==> src/hdl/wrt_pkg.sv <==
package wrt_pkg;

	////////////////////////////////////////////////////////////////////////
	// register offsets
	localparam logic [7:0] WRT_OFF_RESTART_ST = 8'h1E;
	localparam logic [7:0] WRT_OFF_SOFT_RESET = 8'h1F;
	localparam logic [7:0] WRT_OFF_TOP_EVENT  = 8'h20;
	localparam logic [7:0] WRT_OFF_TOP_EVENT2 = 8'h21;

	////////////////////////////////////////////////////////////////////////
	// field positions
	localparam int WRT_WD_CLR_FLAG_BIT = 4;
	localparam int WRT_WD_FLAG_BIT     = 3;
	localparam int WRT_WD_CLR_CNT_BIT  = 2;
	localparam int WRT_SRST_BIT        = 0;
	localparam int WRT_TOP_MEAS_BIT    = 7;
	localparam int WRT_TOP_DIAG_BIT    = 6;
	localparam int WRT_TOP_BOOST_BIT   = 5;
	localparam int WRT_TOP_BUCK_BIT    = 4;
	localparam int WRT_TOP_SYNC_BIT    = 3;
	localparam int WRT_TOP_TSD_BIT     = 2;
	localparam int WRT_TOP_TWARN_BIT   = 1;
	localparam int WRT_TOP_OVP_BIT     = 0;
	localparam int WRT_TOP2_RST_BIT    = 0;

	// index of each latched top-level event inside the latch vector
	localparam int WRT_LAT_OVP   = 0;
	localparam int WRT_LAT_TWARN = 1;
	localparam int WRT_LAT_TSD   = 2;
	localparam int WRT_LAT_SYNC  = 3;
	localparam int WRT_LAT_MEAS  = 4;
	localparam int WRT_LAT_N     = 5;

	////////////////////////////////////////////////////////////////////////
	// reset values and counter maximum
	localparam logic [7:0] WRT_RST_BYTE = 8'h00;
	localparam logic [4:0] WRT_RST_LAT  = 5'h00;
	localparam logic [1:0] WRT_RST_CNT  = 2'h0;
	localparam logic [1:0] WRT_CNT_MAX  = 2'h3;

	////////////////////////////////////////////////////////////////////////
	// restart threshold select codes and pulse counts
	localparam logic [1:0] WRT_SEL_OFF  = 2'h0;
	localparam logic [1:0] WRT_SEL_ONE  = 2'h1;
	localparam logic [1:0] WRT_SEL_TWO  = 2'h2;
	localparam logic [2:0] WRT_THR_OFF  = 3'h0;
	localparam logic [2:0] WRT_THR_ONE  = 3'h1;
	localparam logic [2:0] WRT_THR_TWO  = 3'h2;
	localparam logic [2:0] WRT_THR_FOUR = 3'h4;

	typedef enum logic [1:0] {
		WRT_SR_IDLE   = 2'b00,
		WRT_SR_APPLY  = 2'b01,
		WRT_SR_RELOAD = 2'b10
	} wrt_sr_state_t;

endpackage

==> src/hdl/wrt_restart_ctr.sv <==
`timescale 1ns/100ps
module wrt_restart_ctr (
	input  logic       mclk,
	input  logic       resetn,
	input  logic       ce,
	input  logic       soft_clear,
	input  logic       watchdog_reset_output,
	input  logic       count_clear,
	input  logic       flag_clear,
	input  logic [1:0] restart_threshold_select,
	input  logic       restart_flag_blocking_mode,
	output logic [1:0] reset_pulse_count_value,
	output logic       watchdog_restart_occurred,
	output logic       system_restart_request
);

	logic [1:0] cnt_r;
	logic [1:0] cnt_nxt;
	logic       flag_r;
	logic       flag_nxt;
	logic       req_r;
	wire  [1:0] cnt_base;
	wire  [2:0] cnt_inc;
	wire  [2:0] thr;
	wire        blocked;
	wire        hit;

	////////////////////////////////////////////////////////////////////////
	// a clear in the same cycle as a pulse still counts that pulse
	assign cnt_base = count_clear ? wrt_pkg::WRT_RST_CNT : cnt_r;
	assign cnt_inc  = {1'b0, cnt_base} + 3'h1;
	assign thr = (restart_threshold_select == wrt_pkg::WRT_SEL_OFF) ? wrt_pkg::WRT_THR_OFF :
		(restart_threshold_select == wrt_pkg::WRT_SEL_ONE) ? wrt_pkg::WRT_THR_ONE :
		(restart_threshold_select == wrt_pkg::WRT_SEL_TWO) ? wrt_pkg::WRT_THR_TWO : wrt_pkg::WRT_THR_FOUR;
	assign blocked = restart_flag_blocking_mode & flag_r;
	// a threshold lowered below the count still restarts
	assign hit = watchdog_reset_output & (thr != wrt_pkg::WRT_THR_OFF) & (cnt_inc >= thr) & ~blocked;

	// count saturates when no restart can be taken
	assign cnt_nxt = soft_clear ? wrt_pkg::WRT_RST_CNT :
		hit ? wrt_pkg::WRT_RST_CNT :
		(watchdog_reset_output && cnt_base != wrt_pkg::WRT_CNT_MAX) ? cnt_inc[1:0] : cnt_base;
	// set wins over the clear pulse
	assign flag_nxt = soft_clear ? 1'b0 : hit ? 1'b1 : flag_clear ? 1'b0 : flag_r;

	always_ff @(posedge mclk or negedge resetn) begin
		if (!resetn) begin
			cnt_r  <= wrt_pkg::WRT_RST_CNT;
			flag_r <= 1'b0;
			req_r  <= 1'b0;
		end else if (ce) begin
			cnt_r  <= cnt_nxt;
			flag_r <= flag_nxt;
			req_r  <= hit & ~soft_clear;
		end
	end

	assign reset_pulse_count_value   = cnt_r;
	assign watchdog_restart_occurred = flag_r;
	assign system_restart_request    = req_r;
endmodule

==> src/hdl/wrt_regs.sv <==
`timescale 1ns/100ps
module wrt_regs (
	input  logic       mclk,
	input  logic       resetn,
	input  logic       ce,
	input  logic [7:0] reg_addr,
	input  logic [7:0] reg_wdata,
	input  logic       reg_wr,
	input  logic       reg_rd,
	output logic [7:0] reg_rdata,
	input  logic       watchdog_reset_output,
	input  logic [1:0] restart_threshold_select,
	input  logic       restart_flag_blocking_mode,
	input  logic       meas_result_ready,
	input  logic [7:0] diagnostic_event_register,
	input  logic [7:0] boost_event_register,
	input  logic [7:0] buck_event_register,
	input  logic       sync_clk_valid,
	input  logic       thermal_shutdown_live,
	input  logic       thermal_warning_live,
	input  logic       input_overvoltage_live,
	input  logic       supply_undervoltage,
	output logic       system_restart_request,
	output logic       watchdog_restart_occurred,
	output logic       converter_enable_allowed,
	output logic       thermal_warning_clear,
	output logic       soft_reset_pulse,
	output logic       otp_reload_request
);

	////////////////////////////////////////////////////////////////////////
	// register access decode
	wire wr_wd   = ce & reg_wr & (reg_addr == wrt_pkg::WRT_OFF_RESTART_ST);
	wire wr_srst = ce & reg_wr & (reg_addr == wrt_pkg::WRT_OFF_SOFT_RESET);
	wire wr_top  = ce & reg_wr & (reg_addr == wrt_pkg::WRT_OFF_TOP_EVENT);
	wire wr_top2 = ce & reg_wr & (reg_addr == wrt_pkg::WRT_OFF_TOP_EVENT2);

	wrt_pkg::wrt_sr_state_t sr_state_r;
	wrt_pkg::wrt_sr_state_t sr_state_nxt;
	wire sr_apply = (sr_state_r == wrt_pkg::WRT_SR_APPLY);

	// status register honours no lock; clears land except in the soft reset apply cycle
	wire req_clr_flag = wr_wd & reg_wdata[wrt_pkg::WRT_WD_CLR_FLAG_BIT] & ~sr_apply;
	wire req_clr_cnt  = wr_wd & reg_wdata[wrt_pkg::WRT_WD_CLR_CNT_BIT] & ~sr_apply;
	wire req_srst     = wr_srst & reg_wdata[wrt_pkg::WRT_SRST_BIT];

	////////////////////////////////////////////////////////////////////////
	// clear pulses, visible in the register for their single cycle
	logic clr_flag_r;
	logic clr_cnt_r;

	always_ff @(posedge mclk or negedge resetn) begin
		if (!resetn) begin
			clr_flag_r <= 1'b0;
			clr_cnt_r  <= 1'b0;
		end else if (ce) begin
			clr_flag_r <= req_clr_flag;
			clr_cnt_r  <= req_clr_cnt;
		end
	end

	logic [1:0] cnt_val;
	logic       restart_flag;

	wrt_restart_ctr u_ctr (
		.mclk                       (mclk),
		.resetn                     (resetn),
		.ce                         (ce),
		.soft_clear                 (sr_apply),
		.watchdog_reset_output      (watchdog_reset_output),
		.count_clear                (clr_cnt_r),
		.flag_clear                 (clr_flag_r),
		.restart_threshold_select   (restart_threshold_select),
		.restart_flag_blocking_mode (restart_flag_blocking_mode),
		.reset_pulse_count_value    (cnt_val),
		.watchdog_restart_occurred  (restart_flag),
		.system_restart_request     (system_restart_request)
	);

	assign watchdog_restart_occurred = restart_flag;

	////////////////////////////////////////////////////////////////////////
	// soft reset sequence: apply defaults, then request reload, then idle
	always_comb begin
		case (sr_state_r)
			wrt_pkg::WRT_SR_IDLE: begin
				sr_state_nxt = req_srst ? wrt_pkg::WRT_SR_APPLY : wrt_pkg::WRT_SR_IDLE;
			end
			wrt_pkg::WRT_SR_APPLY: begin
				sr_state_nxt = wrt_pkg::WRT_SR_RELOAD;
			end
			wrt_pkg::WRT_SR_RELOAD: begin
				sr_state_nxt = wrt_pkg::WRT_SR_IDLE;
			end
			default: begin
				sr_state_nxt = wrt_pkg::WRT_SR_IDLE;
			end
		endcase
	end

	always_ff @(posedge mclk or negedge resetn) begin
		if (!resetn) begin
			sr_state_r <= wrt_pkg::WRT_SR_IDLE;
		end else if (ce) begin
			sr_state_r <= sr_state_nxt;
		end
	end

	assign soft_reset_pulse   = sr_apply;
	assign otp_reload_request = (sr_state_r == wrt_pkg::WRT_SR_RELOAD);
	wire   srst_bit           = (sr_state_r != wrt_pkg::WRT_SR_IDLE);

	////////////////////////////////////////////////////////////////////////
	// sync clock validity edge; the first cycle after reset only arms
	logic sync_prev_r;
	logic sync_armed_r;

	always_ff @(posedge mclk or negedge resetn) begin
		if (!resetn) begin
			sync_prev_r  <= 1'b0;
			sync_armed_r <= 1'b0;
		end else if (ce) begin
			sync_prev_r  <= sync_clk_valid;
			sync_armed_r <= 1'b1;
		end
	end

	wire sync_change = sync_armed_r & (sync_clk_valid ^ sync_prev_r);

	////////////////////////////////////////////////////////////////////////
	// latched top-level events; set wins over a write-one clear
	logic [wrt_pkg::WRT_LAT_N-1:0] lat_r;
	wire  [wrt_pkg::WRT_LAT_N-1:0] lat_set;
	wire  [wrt_pkg::WRT_LAT_N-1:0] lat_w1c;

	assign lat_set[wrt_pkg::WRT_LAT_MEAS]  = meas_result_ready;
	assign lat_set[wrt_pkg::WRT_LAT_SYNC]  = sync_change;
	assign lat_set[wrt_pkg::WRT_LAT_TSD]   = thermal_shutdown_live;
	assign lat_set[wrt_pkg::WRT_LAT_TWARN] = thermal_warning_live;
	assign lat_set[wrt_pkg::WRT_LAT_OVP]   = input_overvoltage_live;

	// only ones clear; zeros leave the bit alone
	assign lat_w1c = wr_top ? {reg_wdata[wrt_pkg::WRT_TOP_MEAS_BIT],
		reg_wdata[wrt_pkg::WRT_TOP_SYNC_BIT], reg_wdata[wrt_pkg::WRT_TOP_TSD_BIT],
		reg_wdata[wrt_pkg::WRT_TOP_TWARN_BIT], reg_wdata[wrt_pkg::WRT_TOP_OVP_BIT]} : wrt_pkg::WRT_RST_LAT;

	genvar gi;
	generate
		for (gi = 0; gi < wrt_pkg::WRT_LAT_N; gi++) begin : g_lat
			always_ff @(posedge mclk or negedge resetn) begin
				if (!resetn) begin
					lat_r[gi] <= 1'b0;
				end else if (ce) begin
					lat_r[gi] <= sr_apply ? 1'b0 : (lat_set[gi] | (lat_r[gi] & ~lat_w1c[gi]));
				end
			end
		end
	endgenerate

	// converters stay off while the shutdown bit is latched
	assign converter_enable_allowed = ~lat_r[wrt_pkg::WRT_LAT_TSD];

	// a real clear of the shutdown bit also clears the live warning status
	logic twc_r;
	wire  tsd_cleared = lat_w1c[wrt_pkg::WRT_LAT_TSD] & lat_r[wrt_pkg::WRT_LAT_TSD] & ~thermal_shutdown_live;

	always_ff @(posedge mclk or negedge resetn) begin
		if (!resetn) begin
			twc_r <= 1'b0;
		end else if (ce) begin
			twc_r <= tsd_cleared & ~sr_apply;
		end
	end

	assign thermal_warning_clear = twc_r;

	////////////////////////////////////////////////////////////////////////
	// reset-event bit of the second top register
	logic rst_evt_r;
	wire  rst_evt_w1c = wr_top2 & reg_wdata[wrt_pkg::WRT_TOP2_RST_BIT];

	always_ff @(posedge mclk or negedge resetn) begin
		if (!resetn) begin
			rst_evt_r <= 1'b0;
		end else if (ce) begin
			rst_evt_r <= sr_apply | supply_undervoltage | (rst_evt_r & ~rst_evt_w1c);
		end
	end

	////////////////////////////////////////////////////////////////////////
	// readback; summaries are live, so they drop as soon as the source clears
	wire diag_pend  = |diagnostic_event_register;
	wire boost_pend = |boost_event_register;
	wire buck_pend  = |buck_event_register;

	wire [7:0] rd_wd   = {3'h0, clr_flag_r, restart_flag, clr_cnt_r, cnt_val};
	wire [7:0] rd_srst = {7'h00, srst_bit};
	wire [7:0] rd_top  = {lat_r[wrt_pkg::WRT_LAT_MEAS], diag_pend, boost_pend, buck_pend,
		lat_r[wrt_pkg::WRT_LAT_SYNC], lat_r[wrt_pkg::WRT_LAT_TSD],
		lat_r[wrt_pkg::WRT_LAT_TWARN], lat_r[wrt_pkg::WRT_LAT_OVP]};
	wire [7:0] rd_top2 = {7'h00, rst_evt_r};

	wire [7:0] rd_mux = (reg_addr == wrt_pkg::WRT_OFF_RESTART_ST) ? rd_wd :
		(reg_addr == wrt_pkg::WRT_OFF_SOFT_RESET) ? rd_srst :
		(reg_addr == wrt_pkg::WRT_OFF_TOP_EVENT)  ? rd_top :
		(reg_addr == wrt_pkg::WRT_OFF_TOP_EVENT2) ? rd_top2 : wrt_pkg::WRT_RST_BYTE;

	logic [7:0] rdata_r;

	always_ff @(posedge mclk or negedge resetn) begin
		if (!resetn) begin
			rdata_r <= wrt_pkg::WRT_RST_BYTE;
		end else if (ce && reg_rd) begin
			rdata_r <= rd_mux;
		end
	end

	assign reg_rdata = rdata_r;
endmodule

==> config.mk <==
export PLATFORM = sky130hd
export DESIGN_NAME = wrt_regs
export DESIGN_NICKNAME = d
export VERILOG_FILES = /design/src/hdl/wrt_pkg.sv /design/src/hdl/wrt_restart_ctr.sv /design/src/hdl/wrt_regs.sv
export SDC_FILE = /design/constraint.sdc
export NUM_CORES = 1
export LEC_CHECK = 0
export BUFFER_PORTS_ARGS = -buffer_cell sky130_fd_sc_hd__buf_2
export CAP_MARGIN = 40
export CELL_PAD_IN_SITES_DETAIL_PLACEMENT = 2
export CELL_PAD_IN_SITES_GLOBAL_PLACEMENT = 2
export CORE_ASPECT_RATIO = 0.7
export CORE_MARGIN = 4
export CORE_UTILIZATION = 26
export DETAILED_ROUTE_END_ITERATION = 7
export GPL_TIMING_DRIVEN = 0
export MAX_ROUTING_LAYER = met4
export PLACE_DENSITY = 0.81
export SYNTH_ARGS = -nofsm -noshare
export SYNTH_HDL_FRONTEND = slang
export SYNTH_SLANG_ARGS = --single-unit
export TNS_END_PERCENT = 30
==> constraint.sdc <==
create_clock -name mclk -period 2.2 [get_ports mclk]
set_input_delay 0 -clock mclk [delete_from_list [all_inputs] [get_ports mclk]]
set_output_delay 0 -clock mclk [all_outputs]
set_load 0.03 [all_outputs]
==> results of run 1 <==
## flip-flops by register name, indices dropped and copies added, names as in the netlist
name and cells:
clr_flag_r 1, sync_armed_r 1, reg_rdata 8, clr_cnt_r 1
u_ctr.reset_pulse_count_value 2, sync_prev_r 1, lat_r 5, u_ctr.system_restart_request 1
u_ctr.watchdog_restart_occurred 1, rst_evt_r 1, thermal_warning_clear 1, sr_state_r 2
## worst max-delay path: stages, from the launching register on
cell and delay (ps):
sky130_fd_sc_hd__dfrtp_1 420, sky130_fd_sc_hd__nor2_1 240, sky130_fd_sc_hd__ha_1 300, sky130_fd_sc_hd__ha_1 280, sky130_fd_sc_hd__nand2_1 40, sky130_fd_sc_hd__o21ai_0 250, sky130_fd_sc_hd__a31o_2 220, sky130_fd_sc_hd__o22ai_1 90
## worst min path at each step
| stage | start | end | cells past startpoint |
|---|---|---|---|
| CTS | thermal_shutdown_live | lat_r[2]$_DFFE_PN0P_ | 2 |
| global route | thermal_shutdown_live | lat_r[2]$_DFFE_PN0P_ | 2 |
| global placement | resetn | sync_prev_r$_DFFE_PN0P_ | 1 |
| floorplan | resetn | clr_cnt_r$_DFFE_PN0P_ | 0 |
| detailed placement | resetn | sync_prev_r$_DFFE_PN0P_ | 1 |
| finish | thermal_shutdown_live | lat_r[2]$_DFFE_PN0P_ | 2 |
## cells by family after synthesis
group / share of synthesized area [%]
flip-flops: 45.2
multiplexers: 2.26
adder cells (fa/ha/maj): 3.61
AO/OA/AOI/OAI: 20.2
AND/OR/NAND/NOR: 23.7
buffers and inverters: 3.79
XOR/XNOR: 1.26
## through the flow
step	instance area (um^2)	cells
CTS	1910	278
global route	1910	278
floorplan	1390	133
finish	1910	278
detailed placement	1800	267
global placement	1800	267
## routing by layer
metal / wire length (um) / global-route usage [%] / vias to the layer above
met4: 0 / 0 / 0
met5: 0 / - / -
met1: 2210 / 20.3 / 679
li1: - / - / 665
met2: 2180 / 24.3 / 54
met3: 414 / 4.02 / 0
## report_power, final
| group | switching (mW) | internal, mW |
|---|---|---|
| Clock | 0.142 | 0.129 |
| Sequential | 0.0254 | 0.497 |
| Combinational | 0.212 | 0.154 |
## layout by cell type (no fill, tap or decap), types with 2 or more instances in the layout
cell type	n
sky130_fd_sc_hd__dlygate4sd3_1	7
sky130_fd_sc_hd__a31o_1	2
sky130_fd_sc_hd__o2bb2ai_1	2
sky130_fd_sc_hd__ha_1	4
sky130_fd_sc_hd__o22ai_1	2
sky130_fd_sc_hd__nand2b_1	3
sky130_fd_sc_hd__a2111oi_0	2
sky130_fd_sc_hd__and2_1	3
sky130_fd_sc_hd__nand2_1	10
sky130_fd_sc_hd__nor2b_1	7
sky130_fd_sc_hd__nor4_2	2
sky130_fd_sc_hd__a21oi_1	3
sky130_fd_sc_hd__nor4_1	7
sky130_fd_sc_hd__nand4_1	2
sky130_fd_sc_hd__mux2i_1	2
sky130_fd_sc_hd__a221o_1	4
sky130_fd_sc_hd__buf_2	68
sky130_fd_sc_hd__o21ai_0	6
sky130_fd_sc_hd__clkbuf_1	3
sky130_fd_sc_hd__nand3_1	7
sky130_fd_sc_hd__nor2_1	4
sky130_fd_sc_hd__dfrtp_1	25
sky130_fd_sc_hd__clkbuf_8	3
sky130_fd_sc_hd__xor2_1	2
sky130_fd_sc_hd__a21o_1	2
sky130_fd_sc_hd__a32o_1	4
sky130_fd_sc_hd__inv_1	5
sky130_fd_sc_hd__o21a_1	2
## final cells by class
type,count,area share (%)
repair buffers,72,20.7
inverters,5,0.982
clock buffers,4,2.36
well taps,69,4.52
multi-input cells,97,37.0
flip-flops and latches,25,32.7
plain buffers,6,1.77
==> impl_metrics.ini, run 1 <==
[yosys]
netlist.area_leader.share_pct = 45.2
synth_enable_flop_cells = 0
synthCells = 133
yosysSeqAreaShare_pct = 45.2
yosys.cell_count.top_type = sky130_fd_sc_hd__dfrtp_1
synth_flop_cell = sky130_fd_sc_hd__dfrtp_1
synthDominantAreaCellType = sky130_fd_sc_hd__dfrtp_1
yosys-top-cells-area = sky130_fd_sc_hd__dfrtp_1 45%, sky130_fd_sc_hd__ha_1 3.6%, sky130_fd_sc_hd__nor2b_1 3.2%
yosysWarnings = 0
syn_area_per_cell_um2 = 10.4
synth.ff_latch_count = 25
synth.top_cells.by_count = 25 x sky130_fd_sc_hd__dfrtp_1, 10 x sky130_fd_sc_hd__nand2_1, 7 x sky130_fd_sc_hd__nand3_1, 7 x sky130_fd_sc_hd__nor2b_1, 7 x sky130_fd_sc_hd__nor4_1
mappedNetlistArea_um2 = 1390
synth.distinct_cells = 42
ys_async_sr_fraction_pct = 100
synth_fp_nets = 192

[timing]
shortest_clock_period_the_worst_path_allows_after_layout_ps = 1990
achievable-frequency_ghz = 0.502
finalSetupViolations = 0
post-route-period-util_pct = 90.6
fin_ws_ps = 207
slew-limit-headroom_pct = 61.1
timing.final.hold_violations = 0
transition_time_of_the_tightest_slew_check_pin_ps = 584
timing_max_transition_violations_final = 0
grt_setup_unrepaired = no
finalSetupTns_ps = 0
worst_clk_skew_ps = 0.783
fin_hold_ws_ps = 12.5

[layout]
share_of_final_layout_standard_cells_stronger_than_drive_strength_1_pct = 39.2
n_antenna_cell = 0
register_area_um2 = 626
flow.area_growth_from_synthesis_pct = 38.0
count_of_filler_cells_inserted_in_the_layout = 542
num-nets-final = 269
fin_util_pct = 38.5
multi_input_comb_area_um2 = 707

[cts]
cts_sinks = 25
numCtsBuffers = 3
cts.repair.resized = 0
insertion_delay_to_the_later_sink_of_the_worst_skew_pair_ps = 260
hold_buffers = 7
htree_num_levels = 1
clock_path_buffers = 2
clkTransAtPathRegs_ps = 90
tritoncts = yes
postCtsSetupRepairBufs = 0
clk_root_buffer_cell = sky130_fd_sc_hd__clkbuf_8

[die]
die_w_um = 95.2
core_um2 = 4970
die_area_um2 = 6580
floorplan.initialDensity_pct = 27.9
dieHeight_um = 69.1
rows = 21
pin_count = 69

[placed_design]
placement.io_buffers = 65
gpl_congestion = 0.789
detailedPlacementHpwl_um = 3930
pre_cts_ws_ps = 201

[grt]
grt_overflow_total = 0
first_global_vias = 1468
grt.total_usage_pct = 15.1
grt_max_degree = 26
grt_pass1_wl_um = 7620
antenna_found_initial = 0

[worst_setup_path]
ff2ff_path_depth = 7
worst-endpoint-arrival_ps = 2120
worstSetupStartpointType = flip-flop
critPathKind = flip-flop to flip-flop
r2r-end = u_ctr.reset_pulse_count_value[0]$_DFFE_PN0P_
crit_path_start = clr_cnt_r$_DFFE_PN0P_
critPathCapture = u_ctr.reset_pulse_count_value[0]$_DFFE_PN0P_
worstPathRequired_ps = 2320
r2r_setup_slack_ps = 210
crit_fanout = 4
capturing_element_type_of_the_critical_path = flip-flop
critical_path.reg2reg.startpoint = clr_cnt_r$_DFFE_PN0P_

[power]
power.static_leakage_nw = 0.923
cellPowerDensity_nw_per_um2 = 607
fin_total_pwr_mw = 1.16
ir_worst_vdd_v = 0.000264

[routing]
first_pass_iters = 4
post-route-drc-count = 0
detail_route.iter0.violations = 55
ratio_of_routed_vias_to_standard_cells = 5.03
routed-via-count = 1398
detail-route-antenna-nets = 0
finalWirelength_um = 4810
post_drt_wl_per_cell_um = 17.3

[worst_hold_path]
hold_path.class = input pin to flip-flop

[status]
result_of_the_run = finished clean

[job]
maxCapViolations = 0
Power figures use the tool's default switching activity.
==> inputs of run 2 (changes only) <==
--- a/config.mk
+++ b/config.mk
@@ -5,17 +5,17 @@
 export SDC_FILE = /design/constraint.sdc
 export NUM_CORES = 1
 export LEC_CHECK = 0
-export BUFFER_PORTS_ARGS = -buffer_cell sky130_fd_sc_hd__buf_2
 export CAP_MARGIN = 40
 export CELL_PAD_IN_SITES_DETAIL_PLACEMENT = 2
 export CELL_PAD_IN_SITES_GLOBAL_PLACEMENT = 2
 export CORE_ASPECT_RATIO = 0.7
 export CORE_MARGIN = 4
-export CORE_UTILIZATION = 26
+export CORE_UTILIZATION = 35
 export DETAILED_ROUTE_END_ITERATION = 7
+export DONT_BUFFER_PORTS = 1
 export GPL_TIMING_DRIVEN = 0
 export MAX_ROUTING_LAYER = met4
-export PLACE_DENSITY = 0.81
+export PLACE_DENSITY = 0.78
 export SYNTH_ARGS = -nofsm -noshare
 export SYNTH_HDL_FRONTEND = slang
 export SYNTH_SLANG_ARGS = --single-unit
==> constraint.sdc (replaced) <==
create_clock -name mclk -period 1.98 [get_ports mclk]
set_input_delay 0.099 -clock mclk [delete_from_list [all_inputs] [get_ports mclk]]
set_output_delay 0.099 -clock mclk [all_outputs]
set_load 0.03 [all_outputs]
==> run 2 against run 1 <==
  * Non-clock buffer count fell by 62
  * Clock skew rose by 5.8 ps
  * Combinational power fell by 9.3%
  * Via count fell by 16%
  * Register-to-register slack got worse by 80 ps
  * Clock power rose by 9.6%
  * Global-route usage rose by 4.1 points
  * Setup slack got worse by 77 ps
  * First-iteration DRC count fell by 16%
  * Clock-buffer cell count did not move
  * Power rose by 8.0%
  * Wire length fell by 7.7%
  * Highest routed layer is now met4
==> impl_metrics.ini, run 2 (synthesis results as in run 1) <==
[status]
result_of_the_run = finished clean

[routing]
post-route-drc-count = 0
post_drt_wl_per_cell_um = 22.5
routed-via-count = 1170
detail_route.iter0.violations = 46
first_pass_iters = 4
detail-route-antenna-nets = 0
finalWirelength_um = 4440
ratio_of_routed_vias_to_standard_cells = 5.94

[timing]
timing.final.hold_violations = 0
achievable-frequency_ghz = 0.540
grt_setup_unrepaired = no
timing_max_transition_violations_final = 0
shortest_clock_period_the_worst_path_allows_after_layout_ps = 1850
post-route-period-util_pct = 93.5
transition_time_of_the_tightest_slew_check_pin_ps = 559
finalSetupTns_ps = 0
worst_clk_skew_ps = 6.59
slew-limit-headroom_pct = 62.6
finalSetupViolations = 0

[cts]
clock_path_buffers = 2
clkTransAtPathRegs_ps = 80
clk_root_buffer_cell = sky130_fd_sc_hd__clkbuf_8
cts_sinks = 25
insertion_delay_to_the_later_sink_of_the_worst_skew_pair_ps = 260
numCtsBuffers = 3
htree_num_levels = 1
tritoncts = yes
postCtsSetupRepairBufs = 0

[worst_setup_path]
cp_slowest_stage_delay_ps = 380
worstSetupStartpointType = flip-flop
worstPathRequired_ps = 2150
worst-endpoint-arrival_ps = 2020
critical_path_buf_inv_count = 1
worst_path_most_repeated_cell = sky130_fd_sc_hd__ha_1
crit_fanout = 3
worst_path_dominant_cell_family = compound AO/OA/AOI/OAI gates
critPathKind = flip-flop to flip-flop
crit_path_top_delay_cell = sky130_fd_sc_hd__dfrtp_1
capturing_element_type_of_the_critical_path = flip-flop
worstPathCellList = inv_1 > nor2_2 > ha_1 > ha_1 > a21oi_1 > o21ai_2 > a31o_2 > o22ai_1

[layout]
n_antenna_cell = 0
flow.area_growth_from_synthesis_pct = 16.4
largest_register_ff_count = 8
design_area_um2 = 1610
num-nets-final = 207
layoutNonFillerInstCount = 197
most_common_cell_after_layout_fill_and_taps_aside = sky130_fd_sc_hd__dfrtp_1
fin_util_pct = 43.9
most_used_cells_in_the_layout_excluding_fill_and_tap_cells = 25 x sky130_fd_sc_hd__dfrtp_1, 10 x sky130_fd_sc_hd__nand2_1, 9 x sky130_fd_sc_hd__dlygate4sd3_1
share_of_final_layout_standard_cells_stronger_than_drive_strength_1_pct = 14.3

[power]
power.static_leakage_nw = 0.669
ir_worst_vdd_v = 0.000320
cellPowerDensity_nw_per_um2 = 777

[die]
die_w_um = 83.2
pin_count = 69
floorplan.initialDensity_pct = 37.7
rows = 18
dieHeight_um = 60.6
core_um2 = 3670
die_area_um2 = 5040

[placed_design]
placement.io_buffers = 0
numPlacedInstances = 183
postPlaceCellArea_um2 = 1450
gpl_congestion = 0.792
detailedPlacementHpwl_um = 3460

[grt]
first_global_vias = 1392
grt_pass1_wl_um = 7200
antenna_found_initial = 0
grt_max_degree = 26
grt_overflow_total = 0
grt.total_usage_pct = 19.2

[job]
maxCapViolations = 0

[worst_hold_path]
hold_path.class = input pin to flip-flop
## run 2: worst paths after layout
kind                                                               from                                            to  slack (ps)  cells after the start
setup / recovery           u_ctr.reset_pulse_count_value[0]$_DFFE_PN0P_  u_ctr.reset_pulse_count_value[0]$_DFFE_PN0P_         130                      8
hold / removal                                             reg_wdata[2]                         clr_cnt_r$_DFFE_PN0P_          10                      1
setup reg to reg           u_ctr.reset_pulse_count_value[0]$_DFFE_PN0P_  u_ctr.reset_pulse_count_value[0]$_DFFE_PN0P_         130                      8
hold reg to reg                                sync_armed_r$_DFFE_PN0P_                      sync_armed_r$_DFFE_PN0P_         480                      1
max in group asynchronous                                        resetn                      reg_rdata[5]$_DFFE_PN0P_        1540                      2
min in group asynchronous                                        resetn   u_ctr.watchdog_restart_occurred$_DFFE_PN0P_         290                      2
## run 2: cell type report
| type | count | area [um^2] |
|---|---|---|
| inverter | 5 | 18.8 |
| clock buffer | 4 | 45.0 |
| timing repair buffer | 10 | 110 |
| buffer | 6 | 33.8 |
| multi-input combinational | 97 | 716 |
| tap | 50 | 62.6 |
| fill | 390 | 2060 |
| sequential | 25 | 626 |
## run 2: power breakdown
| part | total, mW | internal (mW) | switching, mW |
|---|---|---|---|
| Combinational | 0.332 | 0.144 | 0.188 |
| Sequential | 0.624 | 0.551 | 0.0732 |
| Clock | 0.297 | 0.144 | 0.153 |
| Total | 1.25 | 0.838 | 0.414 |
## run 2: what timing repair did
action                                 CTS  global route
gates resized for setup                  1             3
endpoints found under the hold margin   32             1
hold buffers                             9             1
setup endpoints to repair                2             4
## run 2: metal layers
metal,share of wire [%],track usage (%),wire length (um),up-vias
li1,-,-,-,538
met1,42,20.4,1850,587
met2,51,36.9,2250,43
met3,7.3,6.24,323,2
met4,0.18,1.86,8,0
met5,0,-,0,-
## run 2: metrics by stage
step / total power [mW] / worst slack [ps] / hold slack, ps
detailed placement: 0.913 / -49.0 / -196
floorplan: 0.827 / 280 / -197
finish: 1.25 / 129 / 14.6
global placement: 0.876 / 132 / -196
CTS: 1.24 / 42.9 / 2.61
global route: 1.33 / 29.8 / 9.82
==> inputs of run 3 (changes only) <==
--- a/config.mk
+++ b/config.mk
@@ -6,16 +6,14 @@
 export NUM_CORES = 1
 export LEC_CHECK = 0
 export CAP_MARGIN = 40
-export CELL_PAD_IN_SITES_DETAIL_PLACEMENT = 2
-export CELL_PAD_IN_SITES_GLOBAL_PLACEMENT = 2
 export CORE_ASPECT_RATIO = 0.7
 export CORE_MARGIN = 4
-export CORE_UTILIZATION = 35
+export CORE_UTILIZATION = 40
 export DETAILED_ROUTE_END_ITERATION = 7
 export DONT_BUFFER_PORTS = 1
 export GPL_TIMING_DRIVEN = 0
 export MAX_ROUTING_LAYER = met4
-export PLACE_DENSITY = 0.78
+export PLACE_DENSITY = 0.56
 export SYNTH_ARGS = -nofsm -noshare
 export SYNTH_HDL_FRONTEND = slang
 export SYNTH_SLANG_ARGS = --single-unit
==> run 3 against run 2 <==
  * Register-to-register slack about the same
  * Clock power increased by 2%
  * Die area decreased by 11%
  * Power decreased by 3.1%
  * Sequential cell count unchanged
  * First-iteration DRC count increased by 20%
  * Fmax about the same
  * Cell count decreased by 1.5%
  * Setup slack improved by 0.81 ps
  * Critical path type unchanged
  * Critical endpoint unchanged
==> impl_metrics.ini, run 3 (synthesis results as in run 1) <==
[worst_setup_path]
critPathKind = flip-flop to flip-flop
r2r_setup_slack_ps = 130
ff2ff_path_depth = 7
critical_path.reg2reg.startpoint = clr_cnt_r$_DFFE_PN0P_
worst-endpoint-arrival_ps = 1990
crit_fanout = 4
r2r-end = u_ctr.reset_pulse_count_value[0]$_DFFE_PN0P_
worstPathRequired_ps = 2120
worstSetupStartpointType = flip-flop
capturing_element_type_of_the_critical_path = flip-flop

[cts]
clock_path_buffers = 2
htree_num_levels = 1
cts_sinks = 25
insertion_delay_to_the_later_sink_of_the_worst_skew_pair_ps = 270
postCtsSetupRepairBufs = 0
numCtsBuffers = 3
clkTransAtPathRegs_ps = 90
tritoncts = yes
clk_root_buffer_cell = sky130_fd_sc_hd__clkbuf_8

[power]
power.static_leakage_nw = 0.667
ir_worst_vdd_v = 0.000350
cellPowerDensity_nw_per_um2 = 758
fin_total_pwr_mw = 1.21

[worst_hold_path]
hold_path.class = input pin to flip-flop
worst_hold_path.endpoint = sr_state_r[0]$_DFFE_PN0P_
whs_path_depth = 2
timing.hold.worst.start = reg_wr

[layout]
design_area_um2 = 1600
layoutNonFillerInstCount = 194
most_common_cell_after_layout_fill_and_taps_aside = sky130_fd_sc_hd__dfrtp_1
largest_register_ff_count = 8
num-nets-final = 207
share_of_final_layout_standard_cells_stronger_than_drive_strength_1_pct = 12.9
most_used_cells_in_the_layout_excluding_fill_and_tap_cells = 25 x sky130_fd_sc_hd__dfrtp_1, 10 x sky130_fd_sc_hd__nand2_1, 9 x sky130_fd_sc_hd__dlygate4sd3_1
n_antenna_cell = 0
flow.area_growth_from_synthesis_pct = 15.6

[routing]
routed-via-count = 1159
ratio_of_routed_vias_to_standard_cells = 5.97
first_pass_iters = 4
finalWirelength_um = 3720
post-route-drc-count = 0
detail-route-antenna-nets = 0
detail_route.iter0.violations = 55
post_drt_wl_per_cell_um = 19.2

[timing]
finalSetupTns_ps = 0
shortest_clock_period_the_worst_path_allows_after_layout_ps = 1850
achievable-frequency_ghz = 0.541
post-route-period-util_pct = 93.4
slew-limit-headroom_pct = 63.3
transition_time_of_the_tightest_slew_check_pin_ps = 536
timing_max_transition_violations_final = 0
timing.final.hold_violations = 0
worst_clk_skew_ps = 6.17
finalSetupViolations = 0
grt_setup_unrepaired = no

[grt]
met2_routing_resource_usage_after_global_routing_pct = 28.3
first_global_vias = 1180
grt_pass1_wl_um = 6020
grt.total_usage_pct = 17.7
grt.met3_usage_pct = 3.94
antenna_found_initial = 0
grt_max_degree = 26
grt_overflow_total = 0
grt_busiest_layer = met2
grt_util_met1_pct = 23.6

[die]
dieHeight_um = 57.2
die_area_um2 = 4480
core_um2 = 3230
rows = 17
pin_count = 69
die_w_um = 78.3
floorplan.initialDensity_pct = 42.8

[status]
result_of_the_run = finished clean

[placed_design]
placement.io_buffers = 0
detailedPlacementHpwl_um = 2770
numPlacedInstances = 180
postPlaceCellArea_um2 = 1440
gpl_congestion = 0.796

[job]
maxCapViolations = 0
run 3: what timing repair did:
item,CTS,global route
resized for setup,0,1
endpoints found under the setup margin,0,4
hold buffers,10,0
hold endpoints to repair,34,0
run 3: final cells by class:
cell class	instances	area, um^2
Timing Repair Buffer	10	110
Fill cell	321	1630
Sequential cell	25	626
Multi-Input combinational cell	97	709
Inverter	5	18.8
Tap cell	47	58.8
Buffer	6	33.8
Clock buffer	4	45.0
run 3: worst max-delay path by stage:
stage / startpoint / slack (ps) / endpoint
after global routing: clr_cnt_r$_DFFE_PN0P_ / 40 / u_ctr.reset_pulse_count_value[0]$_DFFE_PN0P_
after CTS: clr_cnt_r$_DFFE_PN0P_ / 80 / u_ctr.reset_pulse_count_value[0]$_DFFE_PN0P_
after global placement: clr_cnt_r$_DFFE_PN0P_ / 130 / u_ctr.reset_pulse_count_value[0]$_DFFE_PN0P_
after detailed placement: clr_cnt_r$_DFFE_PN0P_ / 90 / u_ctr.reset_pulse_count_value[0]$_DFFE_PN0P_
final: clr_cnt_r$_DFFE_PN0P_ / 130 / u_ctr.reset_pulse_count_value[0]$_DFFE_PN0P_
after floorplan: clr_cnt_r$_DFFE_PN0P_ / 280 / u_ctr.reset_pulse_count_value[0]$_DFFE_PN0P_
run 3: stage by stage:
step | hold WS, ps | util (%) | worst slack [ps]
floorplan | -197 | - | 280
finish | 29.2 | 49.5 | 130
global placement | -196 | 44.7 | 130
detailed placement | -196 | 44.7 | 91.5
CTS | 24.2 | 49.5 | 82.9
global route | 48.2 | 49.5 | 36.7
run 3: worst max-delay path, stage by stage, from the launching register on:
cell	delay, ps
sky130_fd_sc_hd__dfrtp_1	430
sky130_fd_sc_hd__nor2_2	190
sky130_fd_sc_hd__ha_1	270
sky130_fd_sc_hd__ha_1	280
sky130_fd_sc_hd__nand2_1	40
sky130_fd_sc_hd__o21ai_0	210
sky130_fd_sc_hd__a31o_2	220
sky130_fd_sc_hd__o22ai_1	80
run 3: layer usage:
| metal | part of all wire (%) | vias up | wire length [um] |
|---|---|---|---|
| li1 | - | 538 | - |
| met1 | 46 | 561 | 1720 |
| met2 | 46 | 58 | 1730 |
| met3 | 7.1 | 2 | 264 |
| met4 | 0.21 | 0 | 8 |
| met5 | 0 | - | 0 |
run 3: power by group:
part,leakage (nW),switching [mW],internal [mW]
Combinational,0.343,0.159,0.131
Sequential,0.301,0.0684,0.551
Clock,0.0228,0.160,0.144
